$ cat config.mk
export PLATFORM = sky130hd
export DESIGN_NAME = high_temp_timestamp
export DESIGN_NICKNAME = d
export VERILOG_FILES = /design/src/rtl/hts_pkg.sv /design/src/rtl/temp_trim.sv /design/src/rtl/high_temp_timestamp.sv
export SDC_FILE = /design/constraint.sdc
export NUM_CORES = 1
export LEC_CHECK = 0
export BUFFER_PORTS_ARGS = -buffer_cell sky130_fd_sc_hd__buf_2
export CORE_AREA = 3 3 189 99
export DETAILED_ROUTE_END_ITERATION = 10
export DIE_AREA = 0 0 192 102
export PLACE_DENSITY = 0.71
export RECOVER_POWER = 25
export REMOVE_ABC_BUFFERS = 1
export SLEW_MARGIN = 5
export SYNTH_ARGS = -nofsm -noshare
export SYNTH_HDL_FRONTEND = slang
export SYNTH_HIERARCHICAL = 1
export SYNTH_SLANG_ARGS = --single-unit
$ cat constraint.sdc
create_clock -name mclk -period 3.3 [get_ports mclk]
set_clock_uncertainty 0.05 [all_clocks]
set_input_delay 0.495 -clock mclk [delete_from_list [all_inputs] [get_ports mclk]]
set_output_delay 0.495 -clock mclk [all_outputs]
set_load 0.03 [all_outputs]
$ cat src/rtl/hts_pkg.sv
package hts_pkg;

	// Register offsets seen by the serial register engine.
	localparam logic [7:0] OFS_TEMP_LO   = 8'h0E;
	localparam logic [7:0] OFS_TEMP_HI   = 8'h0F;
	localparam logic [7:0] OFS_CTRL      = 8'h10;
	localparam logic [7:0] OFS_STATUS    = 8'h11;
	localparam logic [7:0] OFS_HOT_LIMIT = 8'h12;
	localparam logic [7:0] OFS_TS_COUNT  = 8'h13;
	localparam logic [7:0] OFS_TS_SEC    = 8'h14;
	localparam logic [7:0] OFS_TS_MIN    = 8'h15;
	localparam logic [7:0] OFS_TS_HOUR   = 8'h16;
	localparam logic [7:0] OFS_TS_DATE   = 8'h17;
	localparam logic [7:0] OFS_TS_MONTH  = 8'h18;
	localparam logic [7:0] OFS_TS_YEAR   = 8'h19;
	localparam logic [7:0] OFS_TRIM_LO   = 8'hC4;
	localparam logic [7:0] OFS_TRIM_HI   = 8'hC5;

	// Control register bit positions.
	localparam int CTRL_EN_BIT   = 0;
	localparam int CTRL_OVW_BIT  = 1;
	localparam int CTRL_CLR_BIT  = 2;
	localparam int CTRL_IRQ_BIT  = 3;
	localparam int CTRL_SYNC_BIT = 4;

	// Status register bit position.
	localparam int STAT_FLAG_BIT = 0;

	// Reset, fill and count step values.
	localparam logic [7:0]  BYTE_ZERO     = 8'h00;
	localparam logic [3:0]  NIBBLE_ZERO   = 4'h0;
	localparam logic [7:0]  COUNT_STEP    = 8'h01;
	localparam logic [7:0]  HOT_LIMIT_RST = 8'h7F;
	localparam logic [11:0] TEMP_RST      = 12'h000;

	// Trim word that shifts nothing: 64/128 - 0.5 is zero degrees.
	localparam logic [15:0] TRIM_ZERO  = 16'h0040;
	// Trim steps are 1/128 degree, reading steps are 1/16 degree.
	localparam int          TRIM_SHIFT = 3;

	typedef enum logic [1:0] {
		ST_IDLE    = 2'b00,
		ST_COMPARE = 2'b01,
		ST_HOLD    = 2'b10
	} cap_state_t;

	typedef struct packed {
		logic [7:0] year;
		logic [7:0] month;
		logic [7:0] date;
		logic [7:0] hour;
		logic [7:0] minute;
		logic [7:0] second;
	} cal_t;

	typedef struct packed {
		logic [7:0] count;
		cal_t       stamp;
	} bank_t;

	typedef struct packed {
		logic [7:0] addr;
		logic [7:0] wdata;
		logic       wr;
		logic       rd;
	} reg_req_t;

endpackage : hts_pkg

$ cat src/rtl/temp_trim.sv
`timescale 1ns/1ps
`default_nettype none

module temp_trim #(
	parameter logic [15:0] TRIM_ZERO = hts_pkg::TRIM_ZERO
) (
	input  wire logic [11:0] raw_temp,
	input  wire logic [15:0] trim,
	output logic      [11:0] adj_temp
);

	logic signed [16:0] delta;
	logic signed [16:0] step;

	// Signed trim relative to the neutral word, rescaled to reading units.
	assign delta    = $signed({trim[15], trim}) - $signed({TRIM_ZERO[15], TRIM_ZERO});
	assign step     = delta >>> hts_pkg::TRIM_SHIFT;
	// The sum wraps; trims beyond the reading range are not meaningful anyway.
	assign adj_temp = raw_temp + step[11:0];

endmodule : temp_trim

`default_nettype wire

$ cat src/rtl/high_temp_timestamp.sv
`timescale 1ns/1ps
`default_nettype none

module high_temp_timestamp #(
	parameter logic [7:0]  HOT_LIMIT_RST = hts_pkg::HOT_LIMIT_RST,
	parameter logic [15:0] TRIM_RST      = hts_pkg::TRIM_ZERO
) (
	input  wire logic              mclk,
	input  wire logic              resetn,
	input  wire logic              tick_1hz,
	input  wire logic              clock_halt,
	input  wire logic              sec_write,
	input  wire logic              external_event_pin,
	input  wire logic              ts_read_busy,
	input  wire hts_pkg::cal_t     cal_in,
	input  wire logic [11:0]       raw_temp,
	input  wire hts_pkg::reg_req_t reg_req,
	output logic      [7:0]        reg_rdata,
	output logic                   sec_tick,
	output logic                   prescaler_clear,
	output logic      [11:0]       comp_temp,
	output logic                   irq_output_n
);

	// Write strobe for one register offset.
	function automatic logic wr_hit(input hts_pkg::reg_req_t req, input logic [7:0] ofs);
		wr_hit = req.wr && (req.addr == ofs);
	endfunction : wr_hit

	// Configuration state.
	logic                  en_r, en_nxt;
	logic                  ovw_r, ovw_nxt;
	logic                  irq_en_r, irq_en_nxt;
	logic                  sync_en_r, sync_en_nxt;
	logic [7:0]            hot_limit_r, hot_limit_nxt;
	logic [15:0]           trim_r, trim_nxt;
	// Measurement and capture state.
	hts_pkg::cap_state_t   state_r, state_nxt;
	logic [11:0]           reading_r, reading_nxt;
	hts_pkg::bank_t        bank_r, bank_nxt;
	logic                  flag_r, flag_nxt;
	logic                  capture;
	// Port-facing state.
	logic [7:0]            rdata_r, rdata_nxt;
	logic                  irq_n_r, irq_n_nxt;
	logic                  pin_prev_r, pin_prev_nxt;
	logic                  pclr_r, pclr_nxt;
	logic [11:0]           comp_r, comp_nxt;

	logic                  clear_req;
	logic                  flag_clr;
	logic                  ext_edge;
	logic                  resync;
	logic                  hit;
	logic [11:0]           adj_temp;

	// The trim path feeds the stored reading, which is both reported and used for the hot compare.
	temp_trim #(
		.TRIM_ZERO (hts_pkg::TRIM_ZERO)
	) u_trim (
		.raw_temp (raw_temp),
		.trim     (trim_r),
		.adj_temp (adj_temp)
	);

	// Decoded strobes and events shared by several groups.
	assign clear_req = wr_hit(reg_req, hts_pkg::OFS_CTRL) && reg_req.wdata[hts_pkg::CTRL_CLR_BIT];
	assign flag_clr  = wr_hit(reg_req, hts_pkg::OFS_STATUS) && !reg_req.wdata[hts_pkg::STAT_FLAG_BIT];
	assign ext_edge  = external_event_pin && !pin_prev_r;
	assign resync    = sec_write || (ext_edge && sync_en_r);
	// A resync restarts the second, so the tick that would land with it is dropped.
	assign sec_tick  = tick_1hz && !clock_halt && !resync;
	assign hit       = $signed(reading_r[11:4]) > $signed(hot_limit_r);

	// Configuration registers; the sync enable clears itself after one event.
	always_comb begin
		en_nxt        = en_r;
		ovw_nxt       = ovw_r;
		irq_en_nxt    = irq_en_r;
		sync_en_nxt   = sync_en_r;
		hot_limit_nxt = hot_limit_r;
		trim_nxt      = trim_r;
		if (wr_hit(reg_req, hts_pkg::OFS_CTRL)) begin
			en_nxt      = reg_req.wdata[hts_pkg::CTRL_EN_BIT];
			ovw_nxt     = reg_req.wdata[hts_pkg::CTRL_OVW_BIT];
			irq_en_nxt  = reg_req.wdata[hts_pkg::CTRL_IRQ_BIT];
			sync_en_nxt = reg_req.wdata[hts_pkg::CTRL_SYNC_BIT];
		end
		if (ext_edge && sync_en_r) begin
			sync_en_nxt = 1'b0;
		end
		if (wr_hit(reg_req, hts_pkg::OFS_HOT_LIMIT)) begin
			hot_limit_nxt = reg_req.wdata;
		end
		if (wr_hit(reg_req, hts_pkg::OFS_TRIM_LO)) begin
			trim_nxt[7:0] = reg_req.wdata;
		end
		if (wr_hit(reg_req, hts_pkg::OFS_TRIM_HI)) begin
			trim_nxt[15:8] = reg_req.wdata;
		end
	end

	always_ff @(posedge mclk) begin
		if (!resetn) begin
			en_r        <= 1'b0;
			ovw_r       <= 1'b0;
			irq_en_r    <= 1'b0;
			sync_en_r   <= 1'b0;
			hot_limit_r <= HOT_LIMIT_RST;
			trim_r      <= TRIM_RST;
		end else begin
			en_r        <= en_nxt;
			ovw_r       <= ovw_nxt;
			irq_en_r    <= irq_en_nxt;
			sync_en_r   <= sync_en_nxt;
			hot_limit_r <= hot_limit_nxt;
			trim_r      <= trim_nxt;
		end
	end

	// Measure on the tick, compare one cycle later, capture unless a read holds it off.
	always_comb begin
		state_nxt   = state_r;
		reading_nxt = reading_r;
		bank_nxt    = bank_r;
		flag_nxt    = flag_r;
		capture     = 1'b0;
		if (sec_tick) begin
			reading_nxt = adj_temp;
		end
		if (clear_req) begin
			bank_nxt = '0;
			flag_nxt = 1'b0;
		end
		if (flag_clr) begin
			flag_nxt = 1'b0;
		end
		unique case (state_r)
			hts_pkg::ST_IDLE: begin
				if (sec_tick) begin
					state_nxt = hts_pkg::ST_COMPARE;
				end
			end
			hts_pkg::ST_COMPARE: begin
				state_nxt = hts_pkg::ST_IDLE;
				if (en_r && hit && !clock_halt) begin
					if (ts_read_busy) begin
						state_nxt = hts_pkg::ST_HOLD;
					end else begin
						capture = 1'b1;
					end
				end
			end
			hts_pkg::ST_HOLD: begin
				// Disabling while held drops the pending event.
				if (!en_r) begin
					state_nxt = hts_pkg::ST_IDLE;
				end else if (!ts_read_busy) begin
					capture   = 1'b1;
					state_nxt = hts_pkg::ST_IDLE;
				end
			end
			default: begin
				state_nxt = hts_pkg::ST_IDLE;
			end
		endcase
		// An event in the clearing cycle lands on the cleared bank and is kept.
		if (capture) begin
			if (ovw_r || (bank_nxt == '0)) begin
				bank_nxt.stamp = cal_in;
			end
			bank_nxt.count = bank_nxt.count + hts_pkg::COUNT_STEP;
			flag_nxt       = 1'b1;
		end
	end

	always_ff @(posedge mclk) begin
		if (!resetn) begin
			state_r   <= hts_pkg::ST_IDLE;
			reading_r <= hts_pkg::TEMP_RST;
			bank_r    <= '0;
			flag_r    <= 1'b0;
		end else begin
			state_r   <= state_nxt;
			reading_r <= reading_nxt;
			bank_r    <= bank_nxt;
			flag_r    <= flag_nxt;
		end
	end

	// Read data, interrupt pin, event edge and resync pulse.
	always_comb begin
		rdata_nxt    = rdata_r;
		irq_n_nxt    = !(flag_nxt && irq_en_nxt);
		pin_prev_nxt = external_event_pin;
		pclr_nxt     = resync;
		comp_nxt     = comp_r;
		if (sec_tick) begin
			comp_nxt = raw_temp;
		end
		if (reg_req.rd) begin
			unique case (reg_req.addr)
				hts_pkg::OFS_TEMP_LO:   rdata_nxt = {reading_r[3:0], hts_pkg::NIBBLE_ZERO};
				hts_pkg::OFS_TEMP_HI:   rdata_nxt = reading_r[11:4];
				hts_pkg::OFS_CTRL: begin
					rdata_nxt = hts_pkg::BYTE_ZERO;
					rdata_nxt[hts_pkg::CTRL_EN_BIT]   = en_r;
					rdata_nxt[hts_pkg::CTRL_OVW_BIT]  = ovw_r;
					rdata_nxt[hts_pkg::CTRL_IRQ_BIT]  = irq_en_r;
					rdata_nxt[hts_pkg::CTRL_SYNC_BIT] = sync_en_r;
				end
				hts_pkg::OFS_STATUS: begin
					rdata_nxt = hts_pkg::BYTE_ZERO;
					rdata_nxt[hts_pkg::STAT_FLAG_BIT] = flag_r;
				end
				hts_pkg::OFS_HOT_LIMIT: rdata_nxt = hot_limit_r;
				hts_pkg::OFS_TS_COUNT:  rdata_nxt = bank_r.count;
				hts_pkg::OFS_TS_SEC:    rdata_nxt = bank_r.stamp.second;
				hts_pkg::OFS_TS_MIN:    rdata_nxt = bank_r.stamp.minute;
				hts_pkg::OFS_TS_HOUR:   rdata_nxt = bank_r.stamp.hour;
				hts_pkg::OFS_TS_DATE:   rdata_nxt = bank_r.stamp.date;
				hts_pkg::OFS_TS_MONTH:  rdata_nxt = bank_r.stamp.month;
				hts_pkg::OFS_TS_YEAR:   rdata_nxt = bank_r.stamp.year;
				hts_pkg::OFS_TRIM_LO:   rdata_nxt = trim_r[7:0];
				hts_pkg::OFS_TRIM_HI:   rdata_nxt = trim_r[15:8];
				default:                rdata_nxt = hts_pkg::BYTE_ZERO;
			endcase
		end
	end

	always_ff @(posedge mclk) begin
		if (!resetn) begin
			rdata_r    <= hts_pkg::BYTE_ZERO;
			irq_n_r    <= 1'b1;
			pin_prev_r <= 1'b0;
			pclr_r     <= 1'b0;
			comp_r     <= hts_pkg::TEMP_RST;
		end else begin
			rdata_r    <= rdata_nxt;
			irq_n_r    <= irq_n_nxt;
			pin_prev_r <= pin_prev_nxt;
			pclr_r     <= pclr_nxt;
			comp_r     <= comp_nxt;
		end
	end

	assign reg_rdata       = rdata_r;
	assign irq_output_n    = irq_n_r;
	assign prescaler_clear = pclr_r;
	assign comp_temp       = comp_r;
endmodule : high_temp_timestamp

`default_nettype wire

==> results.toml, run 1 <==
[clocking]
cts_inserted_buffers = 17
h-tree-depth = 4
ctsHoldBuffers = 0
cts_resized = 0
cts_num_sinks = 122
root_buffer = "clkbuf_16"
clkTransAtPathRegs_ps = 60
post_cts_buffers = 0
cts_tree = "built"
cts_buffer_depth = 2
clock_latency_ps = 420

[place]
hpwl_um = 14790
pre_cts_slack_ps = 196.7
portBuffers = 107
dp_cells = 1115
gp_congestion = 0.9448

[sta]
drv_slew = 35
finalHoldViolCount = 0
setup_viol = 0
period_needed_ps = 2903
setup_slack_ps = 396.9
clock.fmax_mhz = 344.5
hold_ws_ps = 247.6
grt_setup_unrepaired = "no"
setup_tns_ps = 0
slew_headroom_pct = -9.665
period_share_pct = 87.97
tightest_slew_ps = 1645

[logic_synthesis]
synth_top_area_share_pct = 36.75
yosysWarnings = 6
syn_area_per_cell_um2 = 8.204
synthAdderAreaFrac_pct = 5.197
yosysTopAreaCell = "dfxtp_1"
ys_types = 74
synthArstFlopShare_pct = 0
yosys.area_share.simple_pct = 25.34
synth-xor-area-share_pct = 2.768
ys.flop_type = "dfxtp_1"
synthMuxAreaShare_pct = 7.946
syn_area_um2 = 6645
synth_compound_area_share_pct = 16.49
synth_edf_count = 0
synth_top_family_by_area = "simple AND/OR/NAND/NOR gates"
syn_inst = 810
synth_seq_cells = 122
yosysSeqAreaShare_pct = 36.75
synth_area_leaders = "dfxtp_1 37%, nand2_1 8.3%, nand4_1 5.2%"

[critical_path]
worst-path-buf-inv = 2
reg2reg_depth = 9
path_cells = "inv_1 > ha_1 > and4_1 > o2111a_1 > or4_1 > o211ai_1 > buf_4 > nand4_1 > o21ai_0"
r2r_slack_ps = 400
cpPeakStageDelay_ps = 590
cp-end-kind = "flop"
critPathTopFamily = "simple AND/OR/NAND/NOR gates"
required_ps = 3590
crit_slowest_cell = "or4_1"
r2r_start = "hot_limit_r[7]$_SDFFE_PN0P_"
cp.arrival_ps = 3190
path_class = "flop to flop"
reg2reg_to = "bank_r[26]$_SDFF_PN0_"
startpoint_type = "flop"
crit_fanout = 60

[power]
pwr_density_cell_nw_per_um2 = 472.5
ir_worst_vdd_mv = 0.2962
leakagePower_uw = 0.003208
p_total_uw = 3758

[hold_path]
hold_end = "sync_en_r$_SDFFE_PP0N_"
hold_depth = 2
hold_path.startpoint = "external_event_pin"
hp-class = "input port to flop"

[drt]
num_vias = 6420
drtIter0Drc = 546
ant_nets = 0
routed_wl_um = 20350
vias_per_cell = 5.597
drc = 0
wire_per_inst_um = 17.74
drt_pass1_iterations = 6

[global_routing]
grt_pass1_wl_um = 32220
grt_antenna_before_repair = 0
grt_pass1_vias = 6173
grt_overflow = 0
grtUsageTotal_pct = 20.92
grt_start_max_net_pins = 69

[layout]
fin_nets = 1012
syn_to_final_growth_pct = 19.71
final_cells = 1147
drive_gt1_share_pct = 17.74
n_antenna_cell = 0

[run]
maxCapViolations = 1

[run_status]
violations = "max-capacitance violations, max-slew violations"
status = "finished, violations left"

[floorplanning]
die_x_um = 192
initial_utilization_pct = 38.76
dieHeight_um = 102
fp.dieArea_um2 = 19580
rows = 34
core-area_um2 = 17140
io_pins = 108
[synth_stat cells, types with 3 or more instances]
master / number
a31oi_1: 8
nor4_1: 17
nand2b_1: 4
o31ai_1: 3
inv_1: 31
nand2_1: 147
buf_2: 7
mux4_2: 5
a221oi_1: 5
mux2_2: 12
a22oi_1: 7
clkbuf_1: 34
buf_4: 6
nor3b_1: 3
nor2b_1: 4
mux2i_1: 28
xnor2_1: 14
or4_1: 3
a211oi_1: 3
nand3_1: 19
nor3_1: 9
nor2_1: 42
a32oi_1: 4
and4_1: 4
buf_1: 6
o22ai_1: 3
a21oi_1: 40
and3_1: 7
dfxtp_1: 122
o211ai_1: 5
nand4_1: 55
o21ai_0: 59
ha_1: 26
xor2_1: 7
nand3b_1: 7
o21ai_1: 5
a22o_1: 3
[worst register-to-register path: cells and delay by family, from the launching register on]
kind / cells / cell delay, ps
simple gates: 3 / 1020
buf+inv: 2 / 540
compound gates: 3 / 470
flops: 1 / 390
fa+ha+maj: 1 / 360
[power by group]
part	switching, uW	internal (uW)
clock	784	1220
combinational	167	96.4
sequential	8.75	1490
[placed cells by master (no fill, tap or decap), types with 4 or more instances in the layout]
| cell | instances |
|---|---|
| nand2_1 | 147 |
| dfxtp_1 | 122 |
| buf_2 | 84 |
| o21ai_0 | 59 |
| nand4_1 | 55 |
| nor2_1 | 42 |
| a21oi_1 | 40 |
| inv_1 | 33 |
| mux2i_1 | 28 |
| ha_1 | 26 |
| clkbuf_1 | 25 |
| nand3_1 | 19 |
| nor4_1 | 17 |
| clkbuf_16 | 17 |
| buf_4 | 16 |
| xnor2_1 | 14 |
| mux2_2 | 12 |
| nor3_1 | 9 |
| a31oi_1 | 8 |
| nand3b_1 | 7 |
| and3_1 | 7 |
| a22oi_1 | 7 |
| inv_6 | 7 |
| xor2_1 | 7 |
| mux4_2 | 5 |
| a221oi_1 | 5 |
| o211ai_1 | 5 |
| o21ai_1 | 5 |
| nand2b_1 | 4 |
| a32oi_1 | 4 |
| nor2b_1 | 4 |
| and4_1 | 4 |
[sequential cells by signal, summed over array words and instances, names as in the netlist, 2 cells and up]
signal / count
hot_limit_r: 8
reg_rdata: 8
state_r: 2
bank_r: 56
reading_r: 12
comp_temp: 12
trim_r: 16
[metal layers]
metal	global-route usage [%]	vias to the layer above	part of all wire, %
met5	0	-	0
met4	7.103	0	2.3
met3	4.387	38	7.1
met2	34.22	245	45
met1	27.81	3006	46
li1	-	3131	-
[area by class of cell]
cell class                 instances  area (um2)
clock buffer                      17       425.4
clock inverter                    15       198.9
fill                            1679        9189
inverter                          33       123.9
multi-input combinational        601        3837
sequential                       122        2442
tap                              234       292.8
timing repair buffer             125       634.4
[stage by stage]
step	instance area, um2	utilization, %
2_1_floorplan	6404	-
3_3_place_gp	7370	42.99
3_5_place_dp	7370	42.99
4_1_cts	7994	46.63
5_1_grt	7955	46.40
6_report	7955	46.40
[worst max-delay path by stage]
stage | startpoint | end | slack, ps | cells after the start
6_report | hot_limit_r[7]$_SDFFE_PN0P_ | bank_r[26]$_SDFF_PN0_ | 400 | 9
3_5_place_dp | reg_req[17] | bank_r[26]$_SDFF_PN0_ | 200 | 12
3_3_place_gp | reg_req[17] | bank_r[40]$_SDFF_PN0_ | 280 | 12
2_1_floorplan | reg_req[14] | bank_r[0]$_SDFF_PN0_ | -2750 | 9
4_1_cts | hot_limit_r[7]$_SDFFE_PN0P_ | bank_r[26]$_SDFF_PN0_ | 430 | 9
5_1_grt | hot_limit_r[7]$_SDFFE_PN0P_ | bank_r[26]$_SDFF_PN0_ | 200 | 9
[cell families (layout without fill, tap and decap cells)]
group | count (synthesis) | after routing
adder cells (fa/ha/maj) | 27 | 27
AND/OR/NAND/NOR | 336 | 336
AO/OA/AOI/OAI | 172 | 172
buffers and inverters | 87 | 190
flip-flops | 122 | 122
multiplexers | 45 | 45
XOR/XNOR | 21 | 21
Note: power is estimated with default switching activity, not from simulation.
==> run 2: changes to the inputs <==
Settings changed: BUFFER_PORTS_ARGS -buffer_cell sky130_fd_sc_hd__buf_2 to -buffer_cell sky130_fd_sc_hd__clkbuf_2, CTS_BUF_LIST from default to sky130_fd_sc_hd__clkbuf_4 sky130_fd_sc_hd__clkbuf_8 sky130_fd_sc_hd__clkbuf_16.
==> results.toml, run 2 (synthesized netlist as in run 1, its figures left out) <==
[run_status]
status = "finished, violations left"
violations = "max-capacitance violations, max-slew violations"

[power]
switchingPower_uw = 946.1
leakagePower_uw = 0.003235
switching_share_pct = 24.85
clock_power_share_pct = 53.8
ir_worst_vdd_mv = 0.3048
sequentialPowerShare_pct = 39.2
intPower_uw = 2862
p_comb_share_pct = 7.0
pwr_density_cell_nw_per_um2 = 477.9

[clocking]
root_buffer = "clkbuf_16"
cts_num_sinks = 122
ctsHoldBuffers = 0
cts_inserted_buffers = 17
cts_tree = "built"
post_cts_buffers = 0
clock_latency_ps = 430
cts_resized = 0
clkTransAtPathRegs_ps = 70
h-tree-depth = 4
cts_buffer_depth = 2

[drt]
num_vias = 6424
drc = 0
routed_wl_um = 20840
ant_nets = 0
drtIter0Drc = 627
vias_per_cell = 5.601
drt_pass1_iterations = 6
wire_per_inst_um = 18.17

[global_routing]
grtUsageTotal_pct = 21.35
grt_antenna_before_repair = 0
grt_start_max_net_pins = 69
grt_pass1_vias = 6155
grt_pass1_wl_um = 32740
grt_overflow = 0

[floorplanning]
dieHeight_um = 102
fp.dieArea_um2 = 19580
io_pins = 108
rows = 34
core-area_um2 = 17140
die_x_um = 192
initial_utilization_pct = 38.76

[layout]
largest_reg_flops = 56
mostFrequentLayoutCell = "nand2_1"
n_antenna_cell = 0
syn_to_final_growth_pct = 19.92
final_cell_area_um2 = 7969
top_regs = "bank_r (56), trim_r (16)"
regMostFlops = "bank_r"
final_cell_mix = "147 x nand2_1, 122 x dfxtp_1, 84 x clkbuf_2, 59 x o21ai_0, 55 x nand4_1"
drive_gt1_share_pct = 17.74
fin_nets = 1012
postLayoutCoreUtil_pct = 46.48

[hold_path]
hp-class = "input port to flop"
hold_end = "bank_r[36]$_SDFF_PN0_"
hold_path.startpoint = "cal_in[36]"
hold_depth = 3

[place]
placed_area_um2 = 7370
portBuffers = 107
gp_congestion = 0.9206
hpwl_um = 14930

[critical_path]
reg2reg_to = "bank_r[40]$_SDFF_PN0_"
crit_fanout = 25
required_ps = 2750
cp.arrival_ps = 2340
r2r_start = "hot_limit_r[7]$_SDFFE_PN0P_"
cp-end-kind = "primary output"
r2r_slack_ps = 430
reg2reg_depth = 9
startpoint_type = "flop"
path_class = "flop to primary output"

[sta]
clock.fmax_mhz = 346.3
tightest_slew_ps = 1720
period_needed_ps = 2888
grt_setup_unrepaired = "no"
setup_viol = 0
slew_headroom_pct = -14.65
finalHoldViolCount = 0
period_share_pct = 87.50
drv_slew = 35
hold_ws_ps = 242.1

[run]
maxCapViolations = 1
-- run 2: area by class of cell --
cell class              count  area [um2]
flip-flops and latches    122        2442
well taps                 234       292.8
inverters                  33       123.9
multi-input cells         601        3837
clock inverters            15       212.7
fillers                  1665        9175
repair buffers            125       634.4
clock buffers              17       425.4
-- run 2: worst max-delay path: stages, from the launching register on --
cell and delay (ps):
dfxtp_1 300, inv_1 50, a31oi_1 230, nand3b_1 310
inv_1 700, clkbuf_2 330
-- run 2: worst max path at each step --
stage	start	cells past startpoint	endpoint	slack, ps
after floorplan	reg_req[14]	9	bank_r[0]$_SDFF_PN0_	-2750
after CTS	hot_limit_r[7]$_SDFFE_PN0P_	9	bank_r[40]$_SDFF_PN0_	470
after global routing	pin_prev_r$_SDFF_PN0_	5	sec_tick	190
after global placement	reg_req[17]	12	bank_r[40]$_SDFF_PN0_	280
final	pin_prev_r$_SDFF_PN0_	5	sec_tick	410
after detailed placement	reg_req[12]	12	bank_r[40]$_SDFF_PN0_	180
-- run 2: power groups by stage --
stage          registers, uW  logic [uW]  clock network, uW
6_report                1490         267               2050
5_1_grt                 1490         293               2140
4_1_cts                 1490         268               2060
3_5_place_dp            1530         266                  0
3_3_place_gp            1530         261                  0
2_1_floorplan           1530         103                  0
-- run 2: through the flow --
step                      worst slack (ps)  power (uW)  setup TNS [ps]  instances
final                                412.4        3808               0       1147
after global routing                 192.9        3926               0       1147
after CTS                            472.3        3822               0       1147
after detailed placement             177.2        1792               0       1115
after global placement               281.2        1787               0       1115
after floorplan                      -2747        1638         -131690        756
-- run 2: metal layers --
layer  track usage (%)  share of wire (%)
met4             7.830                2.4
met1             28.84                 46
met3             3.564                6.8
met5                 0                  0
met2             34.77                 45
